===== src/hdl/rtc_params.svh =====
// constants of the real-time timer and alarm core
// assumes a 10 MHz system clock and a 32768 Hz real-time tick
`ifndef RTC_PARAMS_SVH
`define RTC_PARAMS_SVH

// ==================================================
// register indices behind the indirect pair
`define RTC_ADR_CAP0   8'h00
`define RTC_ADR_CTRL   8'h06
`define RTC_ADR_OSC    8'h07
`define RTC_ADR_ALM0   8'h08
`define RTC_NBYTES     6
`define RTC_BYTE_RST   8'hFF
`define RTC_ZERO_BYTE  8'h00

// ==================================================
// control register bits
`define RTC_CTL_EN     7
`define RTC_CTL_MCLK   6
`define RTC_CTL_RUN    4
`define RTC_CTL_AEN    3
`define RTC_CTL_FLAG   2
`define RTC_CTL_LOAD   1
`define RTC_CTL_SNAP   0

// ==================================================
// oscillator control bits
`define RTC_OSC_AGC    7
`define RTC_OSC_XTAL   6
`define RTC_OSC_BIAS   5
`define RTC_OSC_VALID  4
`define RTC_OSC_VBAT   0

// ==================================================
// timing
`define RTC_SYS_HZ     10000000
`define RTC_SLOW_HZ    32768
`define RTC_DIV        (`RTC_SYS_HZ / `RTC_SLOW_HZ)

`endif


===== src/hdl/rtc_pkg.sv =====
// types shared by the real-time timer and alarm core
// assumes nothing beyond the parameter header
package rtc_pkg;
    typedef logic [7:0]       byte_t;
    typedef logic [46:0]      timer_val_t;
    typedef logic [5:0][7:0]  byte_bank_t;
endpackage


===== src/hdl/rtc_timer_alarm_core.sv =====
// real-time timer with snapshot/load bytes, alarm and oscillator control
// assumes software reaches registers through an index/data byte pair
//
// Contract
// - timer counts each slow tick while run set
// - load and snapshot work while timer runs
// - load strobe copies snapshot bytes into timer
// - hardware clears load strobe after load
// - lowest snapshot bit ignored on load
// - snapshot strobe copies timer, bit0 at bit1
// - snapshot strobe self-clears; software polls it
// - alarm compares timer with 47-bit target
// - alarm event when timer at or above target
// - alarm requests interrupt when enabled
// - alarm resets MCU when selected
// - alarm wakes internal oscillator
// - alarm yields interrupt, reset or wake
`timescale 1ns/100ps
`include "rtc_params.svh"

module rtc_timer_alarm_core #(
    parameter int DIV = `RTC_DIV
) (
    input  wire logic          clk_in,
    input  wire logic          arst_n_in,
    input  wire logic          index_wr_in,
    input  wire rtc_pkg::byte_t index_in,
    input  wire logic          data_wr_in,
    input  wire rtc_pkg::byte_t data_in,
    output rtc_pkg::byte_t     data_out,
    input  wire logic          irq_enable_in,
    input  wire logic          reset_source_in,
    input  wire logic          osc_valid_in,
    input  wire logic          backup_supply_in,
    output logic               rtc_enable_out,
    output logic               gain_control_enable_out,
    output logic               crystal_select_out,
    output logic               bias_double_out,
    output logic               irq_req_out,
    output logic               mcu_reset_out,
    output logic               osc_wake_out
);
    import rtc_pkg::*;

    typedef struct packed {
        byte_t      idx;
        logic       en;
        logic       mclk;
        logic       run;
        logic       aen;
        logic       flag;
        logic       load;
        logic       snap;
        logic       agc;
        logic       xtal;
        logic       bias;
        logic [2:0] sync_v;
        logic [2:0] sync_b;
        logic       valid_f;
        logic       vbat_f;
        byte_bank_t cap;
        byte_bank_t alm;
        byte_t      rdata;
        logic       alarm_evt;
    } core_state_t;

    core_state_t s_reg;
    core_state_t s_next;
    logic [1:0]  rst_sync_reg;
    logic        rst_n;
    logic        tick;
    timer_val_t  timer_val;
    logic [47:0] cap_flat;
    logic [47:0] alm_flat;
    logic        alarm_hit;

    // ==================================================
    // reset release
    always_ff @(posedge clk_in or negedge arst_n_in) begin
        if (!arst_n_in) begin
            rst_sync_reg <= 2'h0;
        end else begin
            rst_sync_reg <= {rst_sync_reg[0], 1'b1};
        end
    end
    assign rst_n = rst_sync_reg[1];

    // ==================================================
    // timer
    assign cap_flat = s_reg.cap;
    assign alm_flat = s_reg.alm;

    rtc_tick_timer #(
        .DIV (DIV)
    ) u_timer (
        .clk_in      (clk_in),
        .rst_n_in    (rst_n),
        .run_in      (s_reg.run),
        .load_in     (s_reg.load),
        .load_val_in (cap_flat[47:1]),
        .tick_out    (tick),
        .count_out   (timer_val)
    );

    // greater-or-equal, so a late enable still fires
    assign alarm_hit = s_reg.aen && (timer_val >= alm_flat[47:1]);

    // ==================================================
    // next state
    always_comb begin
        s_next = s_reg;
        // first stage feeds only the second
        s_next.sync_v = {s_reg.sync_v[1:0], osc_valid_in};
        s_next.sync_b = {s_reg.sync_b[1:0], backup_supply_in};
        if (s_reg.sync_v[2] == s_reg.sync_v[1]) begin
            s_next.valid_f = s_reg.sync_v[2];
        end
        if (s_reg.sync_b[2] == s_reg.sync_b[1]) begin
            s_next.vbat_f = s_reg.sync_b[2];
        end
        if (index_wr_in) begin
            s_next.idx = index_in;
        end
        if (data_wr_in) begin
            case (s_reg.idx)
                `RTC_ADR_CTRL: begin
                    s_next.en   = data_in[`RTC_CTL_EN];
                    s_next.mclk = data_in[`RTC_CTL_MCLK];
                    s_next.run  = data_in[`RTC_CTL_RUN];
                    s_next.aen  = data_in[`RTC_CTL_AEN];
                    if (!data_in[`RTC_CTL_FLAG]) begin
                        s_next.flag = 1'b0;
                    end
                    // strobes: writing zero never cancels
                    if (data_in[`RTC_CTL_LOAD]) begin
                        s_next.load = 1'b1;
                    end
                    if (data_in[`RTC_CTL_SNAP]) begin
                        s_next.snap = 1'b1;
                    end
                end
                `RTC_ADR_OSC: begin
                    s_next.agc  = data_in[`RTC_OSC_AGC];
                    s_next.xtal = data_in[`RTC_OSC_XTAL];
                    s_next.bias = data_in[`RTC_OSC_BIAS];
                end
                default: begin
                    for (int i = 0; i < `RTC_NBYTES; i++) begin
                        if (s_reg.idx == `RTC_ADR_CAP0 + 8'(i)) begin
                            s_next.cap[i] = data_in;
                        end
                        if (s_reg.idx == `RTC_ADR_ALM0 + 8'(i)) begin
                            s_next.alm[i] = data_in;
                        end
                    end
                end
            endcase
        end
        // transfers happen on the slow tick; timer keeps running
        if (tick) begin
            if (s_reg.load) begin
                s_next.load = 1'b0;
            end
            if (s_reg.snap) begin
                s_next.cap  = byte_bank_t'({timer_val, 1'b0});
                s_next.snap = 1'b0;
            end
        end
        // set wins over a clear in the same cycle
        s_next.alarm_evt = alarm_hit;
        if (alarm_hit) begin
            s_next.flag = 1'b1;
        end
        // read data lags the index by one cycle
        s_next.rdata = `RTC_ZERO_BYTE;
        case (s_reg.idx)
            `RTC_ADR_CTRL: begin
                s_next.rdata = {s_reg.en, s_reg.mclk, 1'b0, s_reg.run,
                                s_reg.aen, s_reg.flag, s_reg.load,
                                s_reg.snap};
            end
            `RTC_ADR_OSC: begin
                s_next.rdata = {s_reg.agc, s_reg.xtal, s_reg.bias,
                                s_reg.valid_f, 3'h0, s_reg.vbat_f};
            end
            default: begin
                for (int i = 0; i < `RTC_NBYTES; i++) begin
                    if (s_reg.idx == `RTC_ADR_CAP0 + 8'(i)) begin
                        s_next.rdata = s_reg.cap[i];
                    end
                    if (s_reg.idx == `RTC_ADR_ALM0 + 8'(i)) begin
                        s_next.rdata = s_reg.alm[i];
                    end
                end
            end
        endcase
    end

    always_ff @(posedge clk_in or negedge rst_n) begin
        if (!rst_n) begin
            s_reg     <= '0;
            s_reg.cap <= {`RTC_NBYTES{`RTC_BYTE_RST}};
            s_reg.alm <= {`RTC_NBYTES{`RTC_BYTE_RST}};
        end else begin
            s_reg <= s_next;
        end
    end

    // ==================================================
    // outputs
    assign data_out                = s_reg.rdata;
    assign rtc_enable_out          = s_reg.en;
    assign gain_control_enable_out = s_reg.agc;
    assign crystal_select_out      = s_reg.xtal;
    assign bias_double_out         = s_reg.bias;
    assign irq_req_out   = s_reg.flag & irq_enable_in;
    assign mcu_reset_out = s_reg.alarm_evt & reset_source_in;
    assign osc_wake_out  = s_reg.alarm_evt;
endmodule


===== src/hdl/rtc_tick_timer.sv =====
// slow tick divider and the 47-bit running timer
// assumes an asynchronous active-low reset from the parent
`timescale 1ns/100ps
`include "rtc_params.svh"

module rtc_tick_timer #(
    parameter int DIV = `RTC_DIV
) (
    input  wire logic              clk_in,
    input  wire logic              rst_n_in,
    input  wire logic              run_in,
    input  wire logic              load_in,
    input  wire rtc_pkg::timer_val_t load_val_in,
    output logic                   tick_out,
    output rtc_pkg::timer_val_t    count_out
);
    import rtc_pkg::*;

    localparam int DW = $clog2(DIV);

    typedef struct packed {
        logic [DW-1:0] div;
        logic          tick;
        timer_val_t    cnt;
    } tmr_state_t;

    tmr_state_t s_reg;
    tmr_state_t s_next;

    // ==================================================
    // next state
    always_comb begin
        s_next = s_reg;
        s_next.tick = 1'b0;
        if (s_reg.div == DW'(DIV - 1)) begin
            s_next.div  = '0;
            s_next.tick = 1'b1;
        end else begin
            s_next.div = s_reg.div + 1'b1;
        end
        // load wins over counting on the same tick
        if (s_reg.tick) begin
            if (load_in) begin
                s_next.cnt = load_val_in;
            end else if (run_in) begin
                s_next.cnt = s_reg.cnt + 1'b1;
            end
        end
    end

    always_ff @(posedge clk_in or negedge rst_n_in) begin
        if (!rst_n_in) begin
            s_reg <= '0;
        end else begin
            s_reg <= s_next;
        end
    end

    assign tick_out  = s_reg.tick;
    assign count_out = s_reg.cnt;
endmodule


===== config.mk =====
export PLATFORM = sky130hd
export DESIGN_NAME = rtc_timer_alarm_core
export DESIGN_NICKNAME = d
export VERILOG_FILES = /design/src/hdl/rtc_pkg.sv /design/src/hdl/rtc_timer_alarm_core.sv /design/src/hdl/rtc_tick_timer.sv
export VERILOG_INCLUDE_DIRS = /design/src /design/src/hdl
export SDC_FILE = /design/constraint.sdc
export NUM_CORES = 1
export LEC_CHECK = 0
export BUFFER_PORTS_ARGS = -buffer_cell sky130_fd_sc_hd__buf_2
export CAP_MARGIN = 0
export CORE_UTILIZATION = 30
export DETAILED_ROUTE_END_ITERATION = 8
export HOLD_SLACK_MARGIN = 0.15
export SLEW_MARGIN = 20
export SYNTH_ARGS = -nofsm -noshare
export SYNTH_HDL_FRONTEND = slang
export SYNTH_SLANG_ARGS = --single-unit

===== constraint.sdc =====
create_clock -name clk_in -period 5.6 [get_ports clk_in]
set_clock_uncertainty 0.2 [all_clocks]
set_input_delay 1.12 -clock clk_in [delete_from_list [all_inputs] [get_ports clk_in]]
set_output_delay 1.12 -clock clk_in [all_outputs]
set_load 0.01 [all_outputs]

# Word level (Yosys, flattened, before mapping)
# Cells that the tools add are included.
# word_totals
inputBits	24
output_inout_bits	15
regBits	190
elab_cells	115
# classes
n_addsub	2
bitwise_logic	3
order_cmp	1
reduce_logical	16
n_eq_ne	17
n_mux	43
# ops
op	count
2-to-1 mux 8 bit	24
2-to-1 mux 96 bit	2
2-to-1 mux 48 bit	2
2-to-1 mux 47 bit	2
equality test 8 x 4 -> 1 bit (second input constant)	6
adder 47 x 1 -> 47 bit (second input constant)	1
>= comparator 47 bit	1
equality test 8 x 3 -> 1 bit (second input constant)	4
AND reduction 3 bit	7
equality test 8 x 2 -> 1 bit (second input constant)	2
one-hot mux 8 bit (2 select lines)	1
adder 9 x 1 -> 9 bit (second input constant)	1
equality test 9 bit (second input constant)	1
2-to-1 mux 9 bit	1
equality test 8 x 1 -> 1 bit (second input constant)	1
logical NOT 8 bit	1
2-to-1 mux 1 bit	7
2-to-1 mux 3 bit	2
2-to-1 mux 6 bit	1
AND reduction 2 bit	3
nonzero test 2 bit	3
bitwise AND 1 bit	2
equality test 1 bit	2
2-to-1 mux 2 bit	1
other kinds (4)	4

# Depth between registers and ports, before layout
# depth
depth_word	14
mapped_depth	9
depth_no_buf	8

# Hierarchy
# From an unflattened synthesis, not the netlist that was laid out.
# hier_totals
cells_unflattened	1287
area_unflattened_um2	11778.8
# modules_own_cells
module	area_per_inst_um2	seq_area_each_um2	cells_per_inst	instances
rtc_timer_alarm_core	7731.2	3448.3	799	1
rtc_tick_timer	4047.6	1426.4	488	1

# Least setup slack after synthesis
# Ideal clock, no wire load.
# synth_timing
path_type	input to output
from	input port irq_enable_in
to	output port irq_req_out
arrival_time_ps	1285
n_path_buf	0
t_required_ps	4280
path_slack_ps	2995
stages	1
cell_sequence	and2_1
# synth_via
elab_chain_cells	1
# synth_rtl
item	line	source
start: declaration	rtc_timer_alarm_core.sv:31	input wire logic irq_enable_in,
bitwise AND 1 bit	rtc_timer_alarm_core.sv:216	assign irq_req_out = s_reg.flag & irq_enable_in;
end: declaration	rtc_timer_alarm_core.sv:39	output logic irq_req_out,
# Every way passes these cells.

==> results by group <==
Placed design
  – Dpl ws: 2470 ps
  – RePlAce Congestion: 0.923
  – DP Wirelength: 22,900 um
  – I/O Buffers: 38
  – Cells after DPL: 1,623
  – Area post-placement: approximately 12,000 um^2

Final layout
  – Diode count: 0
  – Area growth syn-to-layout: 10.2%
  – Fillers: 3,673
  – Nets: 1,256
  – Register area: 4880 um^2
  – Non-filler cells, final: 1,656
  – Multi-input logic area: 5590 um^2
  – Fraction of layout cells with a size suffix above 1: 19.2%
  – Cell area after layout: 12,200 um^2

Floorplan
  – IO Count: 39
  – Core area: 35,900 um^2
  – Chip width: 194 um
  – Die Ht: approximately 190 um
  – Placement row count: 69
  – Area of the die: 37,500 um^2
  – Starting Density: a little under a third

Detailed routing
  – Iteration-0 DRC Markers: 759
  – DR vias/cell: 5.56
  – Routed Antenna Nets: 0
  – Drt total wl: 33,200 um
  – TritonRoute pass-1 iters: 5
  – Drc violations: 0
  – Vias: just over 9,000
  – Drt wl/cell: around 20 um

Clocking
  – Sink Count: 190
  – TritonCTS Buffers: 17
  – Largest buffer count on any clock path: 2
  – Clk Latency, worst-skew pair: 450 ps
  – CTS tree: yes
  – Clk slew on worst S/H paths: 70 ps
  – Setup Fix Bufs, Post-CTS: 0
  – PostCTS Resize Cnt: 0
  – Root Driver: clkbuf_16
  – H-tree depth: 4

Logic synthesis
  – Syn. warnings: 0
  – Synth Register Bits: 190
  – Ys flop type: dfstp_2
  – Post-synth EDFFs: 0
  – Avg Cell Area, Syn: 9.21 um^2
  – Syn_nets: 1,272
  – Post-Synthesis Cells: roughly 1,200
  – Fraction of registers with async set or reset after synthesis: 100%
  – Sequential fraction of the synthesis area: approximately 44%
  – Synth Cell Area: 11,000 um^2
  – Synth cell types: 70

Critical path
  – Sequence of cells on the critical path: inv_1, and3_1, nand2_1, nor2_1, mux2i_1, o21ai_0
  – Worst path max stage delay: 740 ps
  – Worst Path Arrival: 3380 ps
  – Setup CP Type: reg2reg
  – Crit-path leading delay family: simple AND/OR/NAND/NOR gates
  – CP Capture Type: flip-flop
  – CP max-delay cell: nor2_1
  – Buf/Inv on CP: 1
  – Startpoint Class: flip-flop
  – Data required time of the worst path: 5730 ps
  – Crit path max fanout: 17

Pwr
  – PwrDens: about 270 nW/um^2
  – Clock share of power: 37.8%
  – Pint: between 0.002 and 0.0025 W
  – Leak: 5.22 nW
  – Flop pwr share: 50.2%
  – Net Sw Power: 0.000912 W
  – Share of total power in combinational logic: 12.0%
  – Worst VDD drop: 204 uV
  – Switch share: 27.8%

STA
  – F_max: 307 MHz
  – Minimum clock period: 3260 ps
  – Sum Neg Setup Slack: 0 ps
  – Setup violation total in the final timing report: 0
  – Final Hold Viols: 0
  – RSZ-0062 raised after global routing: false
  – Crit share post-route: 58.1%
  – Pins over their slew limit: 0
  – Worst slew margin: roughly a third
  – Setup ws final: 2340 ps
  – Worst-Margin Slew: 1010 ps
  – Worst hold margin: 151 ps

Global routing
  – Vias in the first global route: 8,871
  – Gr ovfl total: 0
  – First-pass GRT wire length: 52,000 um
  – Initial antenna violation count: 1
  – Largest net degree at the start of global routing: about 160
  – GRT Total Usage: between 15 and 20%

Worst hold path
  – Worst min path class: reg2reg

Run status
  – Status: completed

Flow run
  – Max cap viols: 0
[layout make-up]
cell class / count / area share [%]
Multi-Input combinational cell: 862 / 46.0
Sequential cell: 190 / 40.1
Tap cell: 461 / 4.74
Clock buffer: 21 / 3.70
Timing Repair Buffer: 51 / 2.49
Inverter: 60 / 1.85
Clock inverter: 11 / 1.10
[placed cells by master, fill, tap and decap left out, drive strengths merged, types with 4 or more instances in the layout]
master,count
nand4,16
inv,63
mux2,32
o21ai,148
dfrtp,94
or4,5
nand3,43
dfstp,96
nor2,56
o22ai,13
nor2b,7
o21a,6
or3,9
and2,9
a31oi,10
nor3,19
a211oi,5
nand2b,5
a22oi,7
a2bb2oi,16
ha,50
buf,50
o211ai,7
a21oi,87
xor2,5
clkbuf,21
and3,16
nor4,12
mux2i,59
o31ai,4
o22a,17
a21o,6
clkinvlp,4
mux4,4
nand2,146
[cell usage after synthesis (16+ instances only)]
cell type	n	area, um^2
nand2_1	146	548
o21ai_0	146	731
dfstp_2	96	2520
dfrtp_1	94	2350
a21oi_1	87	435
clkbuf_1	68	255
inv_1	59	221
mux2i_1	59	591
nor2_1	55	206
ha_1	50	626
nand3_1	43	215
mux2_2	32	360
nor3_1	17	85.1
o22a_1	17	149
a2bb2oi_1	16	140
and3_1	16	100
nand4_1	16	100
[repair_timing]
action	in CTS	in global routing
endpoints found under the setup margin	0	0
hold endpoints to repair	14	0
hold buffers	1	0
[metal layers]
layer	GRT usage, %	routed length (um)	part of all wire, %
met1	24.5	15100	46
met2	27.9	15200	46
met3	4.33	2160	6.5
met4	5.42	757	2.3
met5	0	0	0
[power groups by stage]
stage                     registers, W  logic [W]  clock network, W
after floorplan                0.00163   0.000268                 0
after global placement         0.00167   0.000373                 0
after detailed placement       0.00167   0.000384                 0
after CTS                      0.00165   0.000388           0.00126
after global routing           0.00166   0.000436           0.00131
final                          0.00165   0.000392           0.00124
[cells by family after synthesis]
group / share of synthesized area [%]
adders and majority gates: 5.85
and+or+nand+nor: 15.4
muxes: 9.44
other: 0.0340
buffers and inverters: 5.35
AOI/OAI and AO/OA: 19.3
xor gates and xnor gates: 0.476
DFF: 44.2
[path summary, 6_finish.rpt]
| kind | slack, ps | endpoint | startpoint | cells past startpoint |
|---|---|---|---|---|
| worst min-delay path | 150 | s_next[109] | s_next[108] | 0 |
| max in group asynchronous | 3790 | u_timer.count_out[5] | rst_sync_reg[1] | 1 |
| min in group asynchronous | 230 | cap_flat[14] | rst_sync_reg[1] | 0 |
| worst max register to register | 2340 | cap_flat[43] | s_reg[124] | 6 |
| worst max-delay path | 2340 | cap_flat[43] | s_reg[124] | 6 |
| worst min register to register | 150 | s_next[109] | s_next[108] | 0 |
[through the flow]
| step | utilization [%] | power (W) |
|---|---|---|
| after detailed placement | 32.2 | 0.00205 |
| after CTS | 33.8 | 0.00330 |
| after global placement | 32.2 | 0.00204 |
| after floorplan | - | 0.00189 |
| final | 33.9 | 0.00328 |
| after global routing | 33.9 | 0.00341 |
Power figures use the tool's default switching activity.
